--- src/rtl/sar_adc_pkg.sv ---
// shared constants for the successive-approximation converter control
package sar_adc_pkg;

    ////////////////////////////////////////////////////////////////////////////////////
    localparam int              ADDR_W           = 20;
    localparam logic [19:0]     PER_GATE_ADDR    = 20'hF00F0;
    localparam logic [19:0]     MODE0_ADDR       = 20'hFFF30;
    localparam logic [19:0]     MODE2_ADDR       = 20'hFFF34;
    localparam logic [19:0]     RESULT_WORD_ADDR = 20'hFFF20;
    localparam logic [19:0]     RESULT_BYTE_ADDR = 20'hFFF24;
    localparam logic [7:0]      REG_RESET        = 8'h00;

    ////////////////////////////////////////////////////////////////////////////////////
    // peripheral clock gate: only bits 7, 5, 2, 0 are stored
    localparam int              GATE_ADC_BIT     = 5;
    localparam logic [7:0]      GATE_KEEP        = 8'hA5;

    // mode register 0 layout
    localparam int              RUN_BIT          = 7;
    localparam int              FIXED0_BIT       = 6;
    localparam int              FR_HI            = 5;
    localparam int              FR_LO            = 3;
    localparam int              LV_LO            = 1;
    localparam int              CMP_EN_BIT       = 0;
    localparam logic [7:0]      MODE0_WMASK      = 8'hBF;

    // mode register 2 layout
    localparam int              POSREF_HI        = 7;
    localparam int              POSREF_LO        = 6;
    localparam int              NEGREF_BIT       = 5;
    localparam int              SETTLED_BIT      = 4;
    localparam int              ONESHOT_BIT      = 1;
    localparam int              RES_BIT          = 0;
    localparam logic [7:0]      MODE2_WMASK      = 8'hE3;

    ////////////////////////////////////////////////////////////////////////////////////
    localparam int              CLK_PERIOD_NS    = 25;
    localparam int              STAB_TIME_NS     = 1000;
    localparam logic [5:0]      STAB_CYCLES      =
        6'((STAB_TIME_NS + CLK_PERIOD_NS - 1) / CLK_PERIOD_NS);
    localparam logic [2:0]      SAMPLE_LONG      = 3'h7;
    localparam logic [2:0]      SAMPLE_SHORT     = 3'h5;
    localparam logic [3:0]      MSB_IDX          = 4'h9;
    localparam logic [3:0]      LSB_IDX_10       = 4'h0;
    localparam logic [3:0]      LSB_IDX_8        = 4'h2;
    localparam logic [9:0]      SAR_MSB_TRIAL    = 10'h200;

    typedef enum logic [1:0] {ST_IDLE, ST_SAMPLE, ST_COMPARE, ST_LOAD} conv_state_t;

    // conversion clock divide ratio minus one, per clock select code
    function automatic logic [5:0] div_from_fr(input logic [2:0] fr);
        case (fr)
            3'h0:    div_from_fr = 6'h3F;
            3'h1:    div_from_fr = 6'h1F;
            3'h2:    div_from_fr = 6'h0F;
            3'h3:    div_from_fr = 6'h07;
            3'h4:    div_from_fr = 6'h05;
            3'h5:    div_from_fr = 6'h04;
            3'h6:    div_from_fr = 6'h03;
            default: div_from_fr = 6'h01;
        endcase
    endfunction

endpackage

--- src/rtl/sar_adc_control.sv ---
// converter control: register slave, approximation sequencer, result registers
//
// The implementer's own choice: the Wishbone register port.
module sar_adc_control (
    input  wire logic        ref_clk,
    input  wire logic        rst,
    input  wire logic        wb_cyc_i,
    input  wire logic        wb_stb_i,
    input  wire logic        wb_we_i,
    input  wire logic [19:0] wb_adr_i,
    input  wire logic [3:0]  wb_sel_i,
    input  wire logic [31:0] wb_dat_i,
    output logic      [31:0] wb_dat_o,
    output logic             wb_ack_o,
    input  wire logic        comp_greater,
    input  wire logic        limit_in_range,
    output logic             sample_hold,
    output logic      [9:0]  trial_code,
    output logic      [1:0]  pos_ref_sel,
    output logic             neg_ref_sel,
    output logic             comparator_enable,
    output logic             converter_reset_n,
    output logic             conversion_done_irq
);

    ////////////////////////////////////////////////////////////////////////////////////
    typedef struct packed {
        logic                      ack;
        logic [31:0]               rdat;
        logic [7:0]                gate;
        logic [7:0]                mode0;
        logic [7:0]                mode2;
        logic [9:0]                result;
        logic [5:0]                div_cnt;
        logic                      fad_en;
        sar_adc_pkg::conv_state_t  state;
        logic [2:0]                samp_cnt;
        logic [3:0]                bit_idx;
        logic [9:0]                sar;
        logic                      hold;
        logic                      irq_stage;
        logic                      irq;
        logic [5:0]                stab_cnt;
        logic                      settled;
    } ctrl_state_t;

    ctrl_state_t st_ff;
    ctrl_state_t nxt_st;

    logic        req;
    logic        wr_lo;
    logic        gate_on;
    logic        running;
    logic [3:0]  last_idx;
    logic [3:0]  lower_idx;
    logic [2:0]  samp_load;

    ////////////////////////////////////////////////////////////////////////////////////
    always_comb begin
        nxt_st    = st_ff;
        req       = wb_cyc_i && wb_stb_i && !st_ff.ack;
        wr_lo     = req && wb_we_i && wb_sel_i[0];
        gate_on   = st_ff.gate[sar_adc_pkg::GATE_ADC_BIT];
        running   = st_ff.mode0[sar_adc_pkg::RUN_BIT] && st_ff.mode0[sar_adc_pkg::CMP_EN_BIT];
        last_idx  = st_ff.mode2[sar_adc_pkg::RES_BIT] ? sar_adc_pkg::LSB_IDX_8
                                                      : sar_adc_pkg::LSB_IDX_10;
        lower_idx = 4'(st_ff.bit_idx - 4'h1);
        samp_load = st_ff.mode0[sar_adc_pkg::LV_LO] ? 3'(sar_adc_pkg::SAMPLE_SHORT - 3'h1)
                                                    : 3'(sar_adc_pkg::SAMPLE_LONG - 3'h1);

        // one-cycle answer; unmapped reads give zero
        nxt_st.ack  = req;
        nxt_st.rdat = '0;
        nxt_st.irq  = 1'b0;
        if (req && !wb_we_i) begin
            case (wb_adr_i)
                sar_adc_pkg::PER_GATE_ADDR:    nxt_st.rdat = {24'h0, st_ff.gate};
                sar_adc_pkg::MODE0_ADDR:       nxt_st.rdat = {24'h0, st_ff.mode0};
                sar_adc_pkg::MODE2_ADDR: begin
                    nxt_st.rdat = {24'h0, st_ff.mode2};
                    nxt_st.rdat[sar_adc_pkg::SETTLED_BIT] = st_ff.settled;
                end
                sar_adc_pkg::RESULT_WORD_ADDR: nxt_st.rdat = {16'h0, st_ff.result, 6'h0};
                sar_adc_pkg::RESULT_BYTE_ADDR: nxt_st.rdat = {24'h0, st_ff.result[9:2]};
                default:                       nxt_st.rdat = '0;
            endcase
        end

        if (!gate_on) begin
            // whole converter held at reset values while its clock is off
            nxt_st.mode0     = sar_adc_pkg::REG_RESET;
            nxt_st.mode2     = sar_adc_pkg::REG_RESET;
            nxt_st.result    = '0;
            nxt_st.div_cnt   = '0;
            nxt_st.fad_en    = 1'b0;
            nxt_st.state     = sar_adc_pkg::ST_IDLE;
            nxt_st.samp_cnt  = '0;
            nxt_st.bit_idx   = '0;
            nxt_st.sar       = '0;
            nxt_st.hold      = 1'b0;
            nxt_st.irq_stage = 1'b0;
            nxt_st.stab_cnt  = '0;
            nxt_st.settled   = 1'b0;
        end else begin
            nxt_st.irq_stage = 1'b0;
            nxt_st.irq       = st_ff.irq_stage && limit_in_range;

            // conversion clock enable from the selected divide ratio
            if (st_ff.div_cnt == 6'h00) begin
                nxt_st.div_cnt = sar_adc_pkg::div_from_fr(
                    st_ff.mode0[sar_adc_pkg::FR_HI:sar_adc_pkg::FR_LO]);
                nxt_st.fad_en  = 1'b1;
            end else begin
                nxt_st.div_cnt = 6'(st_ff.div_cnt - 6'h01);
                nxt_st.fad_en  = 1'b0;
            end

            // settling flag only informs software; start is not blocked by it
            if (!st_ff.mode0[sar_adc_pkg::CMP_EN_BIT]) begin
                nxt_st.stab_cnt = '0;
                nxt_st.settled  = 1'b0;
            end else if (st_ff.stab_cnt != sar_adc_pkg::STAB_CYCLES) begin
                nxt_st.stab_cnt = 6'(st_ff.stab_cnt + 6'h01);
            end else begin
                nxt_st.settled  = 1'b1;
            end

            if (!running) begin
                nxt_st.state = sar_adc_pkg::ST_IDLE;
                nxt_st.hold  = 1'b0;
            end else if (st_ff.fad_en) begin
                case (st_ff.state)
                    sar_adc_pkg::ST_IDLE: begin
                        nxt_st.state    = sar_adc_pkg::ST_SAMPLE;
                        nxt_st.samp_cnt = samp_load;
                        nxt_st.hold     = 1'b0;
                    end
                    sar_adc_pkg::ST_SAMPLE: begin
                        if (st_ff.samp_cnt == 3'h0) begin
                            nxt_st.hold    = 1'b1;
                            nxt_st.sar     = sar_adc_pkg::SAR_MSB_TRIAL;
                            nxt_st.bit_idx = sar_adc_pkg::MSB_IDX;
                            nxt_st.state   = sar_adc_pkg::ST_COMPARE;
                        end else begin
                            nxt_st.samp_cnt = 3'(st_ff.samp_cnt - 3'h1);
                        end
                    end
                    sar_adc_pkg::ST_COMPARE: begin
                        nxt_st.sar[st_ff.bit_idx] = comp_greater;
                        // at or below the last bit also ends, so a resolution change cannot run on
                        if (st_ff.bit_idx <= last_idx) begin
                            nxt_st.state = sar_adc_pkg::ST_LOAD;
                        end else begin
                            nxt_st.bit_idx        = lower_idx;
                            nxt_st.sar[lower_idx] = 1'b1;
                        end
                    end
                    sar_adc_pkg::ST_LOAD: begin
                        nxt_st.result    = st_ff.sar;
                        nxt_st.irq_stage = 1'b1;
                        nxt_st.hold      = 1'b0;
                        if (st_ff.mode2[sar_adc_pkg::ONESHOT_BIT]) begin
                            nxt_st.mode0[sar_adc_pkg::RUN_BIT] = 1'b0;
                            nxt_st.state = sar_adc_pkg::ST_IDLE;
                        end else begin
                            nxt_st.state    = sar_adc_pkg::ST_SAMPLE;
                            nxt_st.samp_cnt = samp_load;
                        end
                    end
                    default: nxt_st.state = sar_adc_pkg::ST_IDLE;
                endcase
            end

            // software write lands after the hardware clear, so a set wins
            if (wr_lo && wb_adr_i == sar_adc_pkg::MODE0_ADDR) begin
                nxt_st.mode0 = wb_dat_i[7:0] & sar_adc_pkg::MODE0_WMASK;
            end
            if (wr_lo && wb_adr_i == sar_adc_pkg::MODE2_ADDR) begin
                nxt_st.mode2 = (st_ff.mode2 & ~sar_adc_pkg::MODE2_WMASK)
                             | (wb_dat_i[7:0] & sar_adc_pkg::MODE2_WMASK);
            end
        end

        // result registers have no write path; the gate is always writable
        if (wr_lo && wb_adr_i == sar_adc_pkg::PER_GATE_ADDR) begin
            nxt_st.gate = wb_dat_i[7:0] & sar_adc_pkg::GATE_KEEP;
        end
    end

    always_ff @(posedge ref_clk) begin
        if (rst) begin
            st_ff <= '0;
        end else begin
            st_ff <= nxt_st;
        end
    end

    ////////////////////////////////////////////////////////////////////////////////////
    assign wb_dat_o            = st_ff.rdat;
    assign wb_ack_o            = st_ff.ack;
    assign sample_hold         = st_ff.hold;
    assign trial_code          = st_ff.sar;
    assign pos_ref_sel         = st_ff.mode2[sar_adc_pkg::POSREF_HI:sar_adc_pkg::POSREF_LO];
    assign neg_ref_sel         = st_ff.mode2[sar_adc_pkg::NEGREF_BIT];
    assign comparator_enable   = st_ff.mode0[sar_adc_pkg::CMP_EN_BIT];
    assign converter_reset_n   = st_ff.gate[sar_adc_pkg::GATE_ADC_BIT];
    assign conversion_done_irq = st_ff.irq;

    ////////////////////////////////////////////////////////////////////////////////////
    ack_single_a: assert property (@(posedge ref_clk) disable iff (rst)
        wb_ack_o |=> !wb_ack_o)
        else $error("ack held longer than one cycle");

    gate_off_reset_a: assert property (@(posedge ref_clk) disable iff (rst)
        !st_ff.gate[sar_adc_pkg::GATE_ADC_BIT] |=> (st_ff.mode0 == 8'h00)
            && (st_ff.result == 10'h000) && !sample_hold)
        else $error("converter not held in reset while gate off");

    msb_trial_a: assert property (@(posedge ref_clk) disable iff (rst)
        (st_ff.state == sar_adc_pkg::ST_SAMPLE && nxt_st.state == sar_adc_pkg::ST_COMPARE)
            |=> (trial_code == 10'h200) && (st_ff.bit_idx == 4'h9) && sample_hold)
        else $error("first trial is not half reference");

    second_tap_a: assert property (@(posedge ref_clk) disable iff (rst)
        (st_ff.state == sar_adc_pkg::ST_COMPARE && st_ff.fad_en && running
            && st_ff.bit_idx == 4'h9 && gate_on)
            |=> (trial_code[9] == $past(comp_greater)) && trial_code[8]
                && (trial_code[7:0] == 8'h00))
        else $error("bit 8 trial tap wrong");

    stop_bit_a: assert property (@(posedge ref_clk) disable iff (rst)
        (st_ff.state == sar_adc_pkg::ST_COMPARE && st_ff.mode2[sar_adc_pkg::RES_BIT])
            |-> (st_ff.bit_idx >= 4'h2) && (trial_code[1:0] == 2'b00))
        else $error("8-bit conversion went below bit 2");

    result_load_a: assert property (@(posedge ref_clk) disable iff (rst)
        (st_ff.state == sar_adc_pkg::ST_LOAD && st_ff.fad_en && running && gate_on)
            |=> (st_ff.result == $past(st_ff.sar)) ##1 (st_ff.state != sar_adc_pkg::ST_LOAD))
        else $error("result not loaded from approximation");

    irq_path_a: assert property (@(posedge ref_clk) disable iff (rst)
        conversion_done_irq |-> $past(st_ff.irq_stage) && $past(limit_in_range))
        else $error("end request without completed conversion");

    word_read_a: assert property (@(posedge ref_clk) disable iff (rst)
        (req && !wb_we_i && wb_adr_i == sar_adc_pkg::RESULT_WORD_ADDR)
            |=> wb_ack_o && (wb_dat_o[5:0] == 6'h00) && (wb_dat_o[15:6] == $past(st_ff.result)))
        else $error("word result not left-justified");

    oneshot_clear_a: assert property (@(posedge ref_clk) disable iff (rst)
        (st_ff.state == sar_adc_pkg::ST_LOAD && st_ff.fad_en && running && gate_on
            && st_ff.mode2[sar_adc_pkg::ONESHOT_BIT]
            && !(wr_lo && wb_adr_i == sar_adc_pkg::MODE0_ADDR))
            |=> !st_ff.mode0[sar_adc_pkg::RUN_BIT])
        else $error("one-shot run bit not cleared");

    hold_steady_a: assert property (@(posedge ref_clk) disable iff (rst)
        (st_ff.state == sar_adc_pkg::ST_COMPARE) |-> sample_hold)
        else $error("input released during approximation");

    fixed_zero_a: assert property (@(posedge ref_clk) disable iff (rst)
        !st_ff.mode0[sar_adc_pkg::FIXED0_BIT])
        else $error("mode register bit 6 not zero");

    byte_read_a: assert property (@(posedge ref_clk) disable iff (rst)
        (req && !wb_we_i && wb_adr_i == sar_adc_pkg::RESULT_BYTE_ADDR)
            |=> wb_ack_o && (wb_dat_o[31:8] == 24'h000000)
                && (wb_dat_o[7:0] == $past(st_ff.result[9:2])))
        else $error("byte result not upper eight bits");

    run_stop_a: assert property (@(posedge ref_clk) disable iff (rst)
        !running |=> !sample_hold && (st_ff.state == sar_adc_pkg::ST_IDLE))
        else $error("conversion kept going with run bit clear");

    gate_write_a: assert property (@(posedge ref_clk) disable iff (rst)
        (wr_lo && wb_adr_i == sar_adc_pkg::PER_GATE_ADDR)
            |=> (converter_reset_n == $past(wb_dat_i[sar_adc_pkg::GATE_ADC_BIT])))
        else $error("converter reset does not follow gate bit");

    gate_off_write_a: assert property (@(posedge ref_clk) disable iff (rst)
        (wr_lo && !gate_on && (wb_adr_i == sar_adc_pkg::MODE0_ADDR
            || wb_adr_i == sar_adc_pkg::MODE2_ADDR))
            |=> (st_ff.mode0 == 8'h00) && (st_ff.mode2 == 8'h00))
        else $error("mode write landed while gate off");

    mode0_write_a: assert property (@(posedge ref_clk) disable iff (rst)
        (wr_lo && gate_on && wb_adr_i == sar_adc_pkg::MODE0_ADDR)
            |=> (st_ff.mode0 == ($past(wb_dat_i[7:0]) & sar_adc_pkg::MODE0_WMASK)))
        else $error("mode register 0 write lost");

    cmp_enable_a: assert property (@(posedge ref_clk) disable iff (rst)
        (wr_lo && gate_on && wb_adr_i == sar_adc_pkg::MODE0_ADDR)
            |=> (comparator_enable == $past(wb_dat_i[sar_adc_pkg::CMP_EN_BIT])))
        else $error("comparator enable not following its bit");

    ref_route_a: assert property (@(posedge ref_clk) disable iff (rst)
        (wr_lo && gate_on && wb_adr_i == sar_adc_pkg::MODE2_ADDR)
            |=> (pos_ref_sel == $past(wb_dat_i[sar_adc_pkg::POSREF_HI:sar_adc_pkg::POSREF_LO]))
                && (neg_ref_sel == $past(wb_dat_i[sar_adc_pkg::NEGREF_BIT])))
        else $error("reference select not routed");

    step_hold_a: assert property (@(posedge ref_clk) disable iff (rst)
        (st_ff.state == sar_adc_pkg::ST_COMPARE && !st_ff.fad_en && gate_on)
            |=> $stable(trial_code))
        else $error("trial code moved between conversion clock steps");

    irq_pulse_a: assert property (@(posedge ref_clk) disable iff (rst)
        conversion_done_irq |=> !conversion_done_irq)
        else $error("end request longer than one cycle");

    res_eight_a: assert property (@(posedge ref_clk) disable iff (rst)
        (st_ff.state == sar_adc_pkg::ST_LOAD && st_ff.fad_en && running && gate_on
            && st_ff.mode2[sar_adc_pkg::RES_BIT])
            |=> (st_ff.result[1:0] == 2'h0))
        else $error("8-bit result has low bits set");

    result_ro_a: assert property (@(posedge ref_clk) disable iff (rst)
        (wr_lo && gate_on && st_ff.state != sar_adc_pkg::ST_LOAD
            && (wb_adr_i == sar_adc_pkg::RESULT_WORD_ADDR
                || wb_adr_i == sar_adc_pkg::RESULT_BYTE_ADDR))
            |=> $stable(st_ff.result))
        else $error("result register changed by a write");

endmodule

--- config.mk ---
export PLATFORM = sky130hd
export DESIGN_NAME = sar_adc_control
export DESIGN_NICKNAME = d
export VERILOG_FILES = /design/src/rtl/sar_adc_pkg.sv /design/src/rtl/sar_adc_control.sv
export SDC_FILE = /design/constraint.sdc
export NUM_CORES = 1
export LEC_CHECK = 0
export CAP_MARGIN = 20
export CORE_MARGIN = 1
export CORE_UTILIZATION = 57
export DETAILED_ROUTE_END_ITERATION = 8
export DONT_BUFFER_PORTS = 1
export GPL_TIMING_DRIVEN = 0
export HOLD_SLACK_MARGIN = 0.15
export PLACE_DENSITY = 0.75
export SYNTH_ARGS = -nofsm -noshare
export SYNTH_HDL_FRONTEND = slang
export SYNTH_SLANG_ARGS = --single-unit
--- constraint.sdc ---
create_clock -name ref_clk -period 1.75 [get_ports ref_clk]
set_input_delay 0 -clock ref_clk [delete_from_list [all_inputs] [get_ports ref_clk]]
set_output_delay 0 -clock ref_clk [all_outputs]
set_load 0.01 [all_outputs]
==> metrics, run 1 <==
Max VDD drop=0.5231 mV; CTS Hold Bufs=31; Pre-antenna DRT Iters=5; top post-synthesis cells by area=dfxtp_1 (37%), buf_4 (7.7%), ha_1 (5.3%); Die Footprint=7855 sq um; fmax=0.5231 GHz; CTS Buf Count=9; failing checks=negative setup slack; post-detailed-placement half-perimeter wirelength=7365 um; Worst-Margin Slew=0.4939 ns; EDFF count, synth=0; dpl cells=619; Worst Path Required=2.03 ns; slowest stage delay, CP=0.59 ns; vias in the first global route=3584; Reg area=1594 sq um; FFs w/ async S/R, synth=0; Final Max Slew Viols=0; first-pass GRT wire length=17480 um; DRT iter0 DRCs=332; Primary FF master, synth=dfxtp_1; I/O pin cnt=113; die width=88.63 um; Nets=645; Die H=88.63 um; worst hold slack=0.1349 ns; final setup margin=-0.1618 ns; critical path's slowest cell=dlygate4sd3_1; worst relative slew slack=0.6661; Antenna Violating Nets Remaining=0; Netlist cell types=58; status=complete, but fails checks; endpoints failing setup=1; leakage power=0.002012 uW; cells along the critical path=nand3b_1 > nor2_2 > nand4_1 > dlygate4sd3_1 > a21oi_1; initial antenna violation count=0; htree depth=3; Avg Inst Size Synth=8.471 sq um; reg-to-reg startpoint=wb_ack_o$_SDFF_PP0_; # DRC=0; Clock Sinks=79; Tot GR Track Use=0.2938; Crit path buffers/inverters=1; GPL Wtd Cong=0.9289; Rows=31; clk buf depth=2; clk_lat worst skew=0.36 ns; I/O Buffers=0; PnR Total Power=3591 uW; clock transition at the registers of the reported paths=0.09 ns; Layout fillers=554; area leader, netlist=dfxtp_1; final wirelength=11620 um; CTS tree=yes; final hold violations=0; Seq/Total Area, Yosys=0.3697; Setup crit start kind=flip-flop; post-layout min period=1.912 ns; routed len/inst=17.39 um; Post-Synthesis Cells=505; Layout Utilization=0.7224; grt ovf=0; Crit Path Class=flip-flop to flip-flop; area of the multi-input gates=2412 sq um; share of cells above drive strength 1=0.2214; largest net degree at the start of global routing=15; DR vias=4052; synth warn=0; Core ar.=7253 sq um; CP Capture Type=flip-flop; clk root buf=clkbuf_8; crit path DAT=2.19 ns; min-delay src=rst; share of the synthesized area in the top cell type=0.3697; CP Max Fanout=4; CP delay by family, top=simple AND/OR/NAND/NOR gates; Tightest Hold Check Type=input port to flip-flop; CP startpoint=wb_ack_o$_SDFF_PP0_; initial core utilization=0.5898; clk_skew=0.008996 ns; final worst-path cycle share=1.092; Max Cap Viol=0; register bit total from synthesis=79; Synth Cell Area=4278 sq um; RSZ-0062 raised after global routing=yes; final std cells w/o fill=668; Power Density=685.2 nW/um^2; vias per cell=6.066; n_diodes=0; P&R area growth vs syn=22.49%; pre-CTS WS=-0.3213 ns
repair_timing:
action / in CTS / in global routing
setup endpoints to repair: 18 / 58
hold endpoints to repair: 27 / 2
setup buffers: 3 / 3
pin swaps: 2 / 3
resized for setup: 21 / 38
power breakdown:
part | internal [uW] | switching (uW)
Combinational | 77.8 | 71.7
Sequential | 1790 | 1.10
Clock | 952 | 695
state kept, by name (all words and copies together), names as in the netlist:
register and count:
wb_ack_o 1, sample_hold 1, neg_ref_sel 1, conversion_done_irq 1
trial_code 10, converter_reset_n 1, comparator_enable 1, wb_dat_o 16
pos_ref_sel 2, st_ff 45
metal layers:
layer	routed length, um	track usage
met1	4780	0.3694
met2	5521	0.4755
met3	859	0.06810
met4	456	0.1422
met5	0	0
tightest hold or removal path, stage by stage:
cell	delay, ns
nor2b_1	0.02
clkbuf_2	0.19
nand3_1	0.18
a221oi_2	0.05
Yosys cell counts (4+ instances only):
library cell / count
mux2i_1: 6
nor3_1: 7
and2_1: 11
nand3b_1: 5
buf_1: 4
nor2b_1: 11
o21ai_0: 17
clkbuf_1: 14
buf_4: 44
dfxtp_1: 79
a22oi_1: 9
ha_1: 18
a211oi_1: 4
xnor2_1: 4
and4_1: 6
mux2_2: 12
a21oi_1: 38
and3_1: 5
nand4_1: 12
inv_1: 18
nand2_1: 36
nand3_1: 30
nor2_1: 37
o21ai_1: 15
a32oi_1: 6
worst paths after layout:
check | to | slack [ns] | cells past startpoint
setup / recovery | st_ff[62]$_SDFFE_PP0P_ | -0.16 | 5
hold / removal | st_ff[27]$_SDFFE_PP0P_ | 0.13 | 4
setup reg to reg | st_ff[62]$_SDFFE_PP0P_ | -0.16 | 5
hold reg to reg | wb_dat_o[7]$_SDFF_PP0_ | 0.47 | 1
per-stage QoR:
step / area (sq um) / TNS (ns)
2_1_floorplan: 4337 / -0.01077
3_5_place_dp: 4461 / -3.788
4_1_cts: 5094 / 0
5_1_grt: 5240 / -0.4272
3_3_place_gp: 4461 / -3.170
6_report: 5240 / -0.1618
layout make-up:
cell class              count  share of cell area
repair buffers             36             0.06948
flip-flops and latches     79              0.3042
multi-input cells         357              0.4604
plain buffers              63             0.08238
inverters                  18             0.01337
clock buffers               9             0.02364
clock inverters             7             0.02292
well taps                  99             0.02364
kinds of logic after synthesis:
| logic type | Yosys count | synth area share |
|---|---|---|
| simple gates | 181 | 0.2276 |
| other cells | 1 | 0.0008766 |
| xor+xnor | 7 | 0.01433 |
| flops | 79 | 0.3697 |
| fa+ha+maj | 18 | 0.05265 |
| compound gates | 116 | 0.1691 |
| mux | 19 | 0.05089 |
| buf+inv | 84 | 0.1149 |
layout by cell type (no fill, tap or decap), types with 7 or more instances in the layout:
cell	count
dfxtp_1	73
o21ai_0	10
nor2_1	36
mux2_2	12
clkbuf_8	10
and2_1	11
conb_1	16
inv_1	16
nand3_1	30
o21ai_1	18
nor2b_1	9
dlygate4sd3_1	29
buf_4	48
ha_1	15
a21oi_1	37
nand4_1	12
a22oi_1	7
nand2_1	36
Note: power is estimated with default switching activity, not from simulation.
==> run 2: changes to the inputs <==
--- a/config.mk
+++ b/config.mk
@@ -7,12 +7,13 @@
 export LEC_CHECK = 0
 export CAP_MARGIN = 20
 export CORE_MARGIN = 1
-export CORE_UTILIZATION = 57
+export CORE_UTILIZATION = 60
+export CTS_BUF_LIST = sky130_fd_sc_hd__clkbuf_4 sky130_fd_sc_hd__clkbuf_8
 export DETAILED_ROUTE_END_ITERATION = 8
 export DONT_BUFFER_PORTS = 1
 export GPL_TIMING_DRIVEN = 0
 export HOLD_SLACK_MARGIN = 0.15
-export PLACE_DENSITY = 0.75
+export PLACE_DENSITY = 0.79
 export SYNTH_ARGS = -nofsm -noshare
 export SYNTH_HDL_FRONTEND = slang
 export SYNTH_SLANG_ARGS = --single-unit
==> run 2 against run 1 <==
  * The flow now finishes without violations
  * Global-route usage grew 2.3 points
  * First-iteration DRC count grew 33%
  * Design area grew 0.74%
  * Clock power grew 4%
  * Via count grew 1.7%
==> metrics, run 2 (synthesized netlist as in run 1, its figures left out) <==
I/O Buffers=0 (unchanged); Rows=30 (-3.2%); PnR Total Power=3656 uW (+1.8%); met2 routed WL=5919 um (+7.2%); DRT iter0 DRCs=440 (+33%); clk buf depth=2 (unchanged); Die Footprint=7471 sq um (-4.9%); Antenna Violating Nets Remaining=0 (unchanged); critical path's slowest cell=or4_4; initial antenna violation count=0 (unchanged); GPL Wtd Cong=0.8991 (-3.2%); Layout fillers=463 (-16%); Reg area=1597 sq um (+0.16%); worst relative slew slack=0.6524 (-0.01372); CTS tree=yes; P&R area growth vs syn=23.40%; grt ovf=0 (unchanged); worst hold slack=0.1226 ns (-0.01225 ns); final hold violations=0 (unchanged); CTS Buf Count=9 (unchanged); leakage power=0.002016 uW (+0.20%); clock transition at the registers of the reported paths=0.10 ns (about the same); wire length on met3=1007 um (+17%); DR vias=4119 (+1.7%); post-layout min period=1.740 ns (-0.1718 ns); area of the multi-input gates=2460 sq um (+2.0%); Max Cap Viol=0 (unchanged); Clock Sinks=79 (unchanged); cells along the critical path=nand3b_1 > buf_4 > or4_4 > o21ai_2 > a21oi_2; vias in the first global route=3694 (+3.1%); n_diodes=0 (unchanged); vias per cell=6.185 (+2.0%); I/O pin cnt=113 (unchanged); met1 WL=4902 um (+2.6%); CP Capture Type=flip-flop; final worst-path cycle share=0.9943 (-0.09818); Nets=646 (+0.16%); clk_lat worst skew=0.38 ns (+0.02 ns); slowest stage delay, CP=0.56 ns (-0.03 ns); routed len/inst=18.78 um (+8.0%); RSZ-0062 raised after global routing=yes; share of cells above drive strength 1=0.2439 (+0.02242); most flop-heavy register=st_ff; Max VDD drop=0.5093 mV (-2.6%); endpoints failing setup=0 (-1); final wirelength=12510 um (+7.6%); commonest non-fill, non-tap cell in the layout=dfxtp_1; DR top layer=met4; fmax=0.5747 GHz (+9.9%); Core ar.=6832 sq um (-5.8%); first-pass GRT wire length=18300 um (+4.7%); Tot GR Track Use=0.3170 (+0.02323); post-detailed-placement half-perimeter wirelength=7345 um (-0.26%); htree depth=3 (unchanged); Crit path buffers/inverters=1 (unchanged); max FFs per register=45 (unchanged); # DRC=0 (unchanged); critical path depth=5 (unchanged); Final Max Slew Viols=0 (unchanged); CP Max Fanout=4 (unchanged); initial core utilization=0.6262 (+0.03640); clk root buf=clkbuf_8; die width=86.44 um (-2.5%); Layout Utilization=0.7727 (+0.05027); clk_skew=0.02237 ns (+0.01337 ns); largest net degree at the start of global routing=14 (-1); crit path DAT=2.00 ns (-0.19 ns); Reg2Reg Depth=5 (unchanged); Die H=86.44 um (-2.5%); worst hold path stage count=4 (unchanged); Power Density=692.5 nW/um^2 (+1.1%); Crit Path Class=flip-flop to flip-flop; Tightest Hold Check Type=input port to flip-flop; Worst Path Required=2.01 ns (-0.02 ns); most frequent cells in the layout=dfxtp_1 (73), buf_4 (52), nand2_1 (36), nor2_1 (36), a21oi_1 (34); CP delay by family, top=simple AND/OR/NAND/NOR gates; Worst-Margin Slew=0.5214 ns (+0.02753 ns); Setup crit start kind=flip-flop; Pre-antenna DRT Iters=5 (unchanged); status=finished, final reports clean
run 2: cell types whose count changed in the layout (fill, tap and decap cells not counted), sizes merged:
cell	delta
dlygate4sd3	-5
clkbuf	+1
clkinvlp	-1
clkinv	-1
dlymetal6s4s	+2
buf	+5
run 2: power by group:
group / leakage (uW) / internal [uW] / switching [uW]
Sequential: 0.000640 / 1790 / 1.05
Clock: 0.000125 / 984 / 734
Combinational: 0.00125 / 73.0 / 71.4
Total: 0.00202 / 2850 / 807
run 2: layout make-up:
class,count,area share
inverters,18,0.01327
clock inverters,5,0.01967
clock buffers,11,0.02631
repair buffers,37,0.06826
plain buffers,63,0.08130
well taps,96,0.02275
flip-flops and latches,79,0.3024
multi-input cells,357,0.4660
run 2: worst register-to-register path: stages, from the launching register on:
cell and delay (ns):
dfxtp_2 0.35, nand3b_1 0.25, buf_4 0.20, or4_4 0.56
o21ai_2 0.17, a21oi_2 0.09
run 2: what timing repair did:
item,4_1_cts,5_1_grt
endpoints found under the hold margin,26,0
endpoints found under the setup margin,18,64
gates cloned,0,0
setup buffers,6,4
hold buffers,27,0
gates resized for setup,23,50
pin swaps,2,7
run 2: through the flow:
step	setup WS (ns)	setup TNS (ns)	std cells	area, sq um
after global placement	-0.3252	-3.518	616	4457
final	0.01003	0	666	5279
after global routing	-0.03810	-0.2328	666	5279
after detailed placement	-0.3723	-4.354	616	4457
after floorplan	-0.01077	-0.01077	520	4337
after CTS	0.009566	0	664	5086
run 2: final timing paths:
check	startpoint	endpoint	slack, ns
worst min register to register	st_ff[8]$_SDFF_PP0_	conversion_done_irq$_SDFF_PP0_	0.48
worst max register to register	wb_ack_o$_SDFF_PP0_	st_ff[62]$_SDFFE_PP0P_	0.01
worst min-delay path	rst	st_ff[28]$_SDFFE_PP0P_	0.12
worst max-delay path	wb_ack_o$_SDFF_PP0_	st_ff[62]$_SDFFE_PP0P_	0.01
run 2: layer usage:
metal,vias to the layer above,global-route usage
li1,1866,-
met1,1917,0.3936
met2,257,0.5346
met3,79,0.07143
met4,0,0.1258
met5,-,0
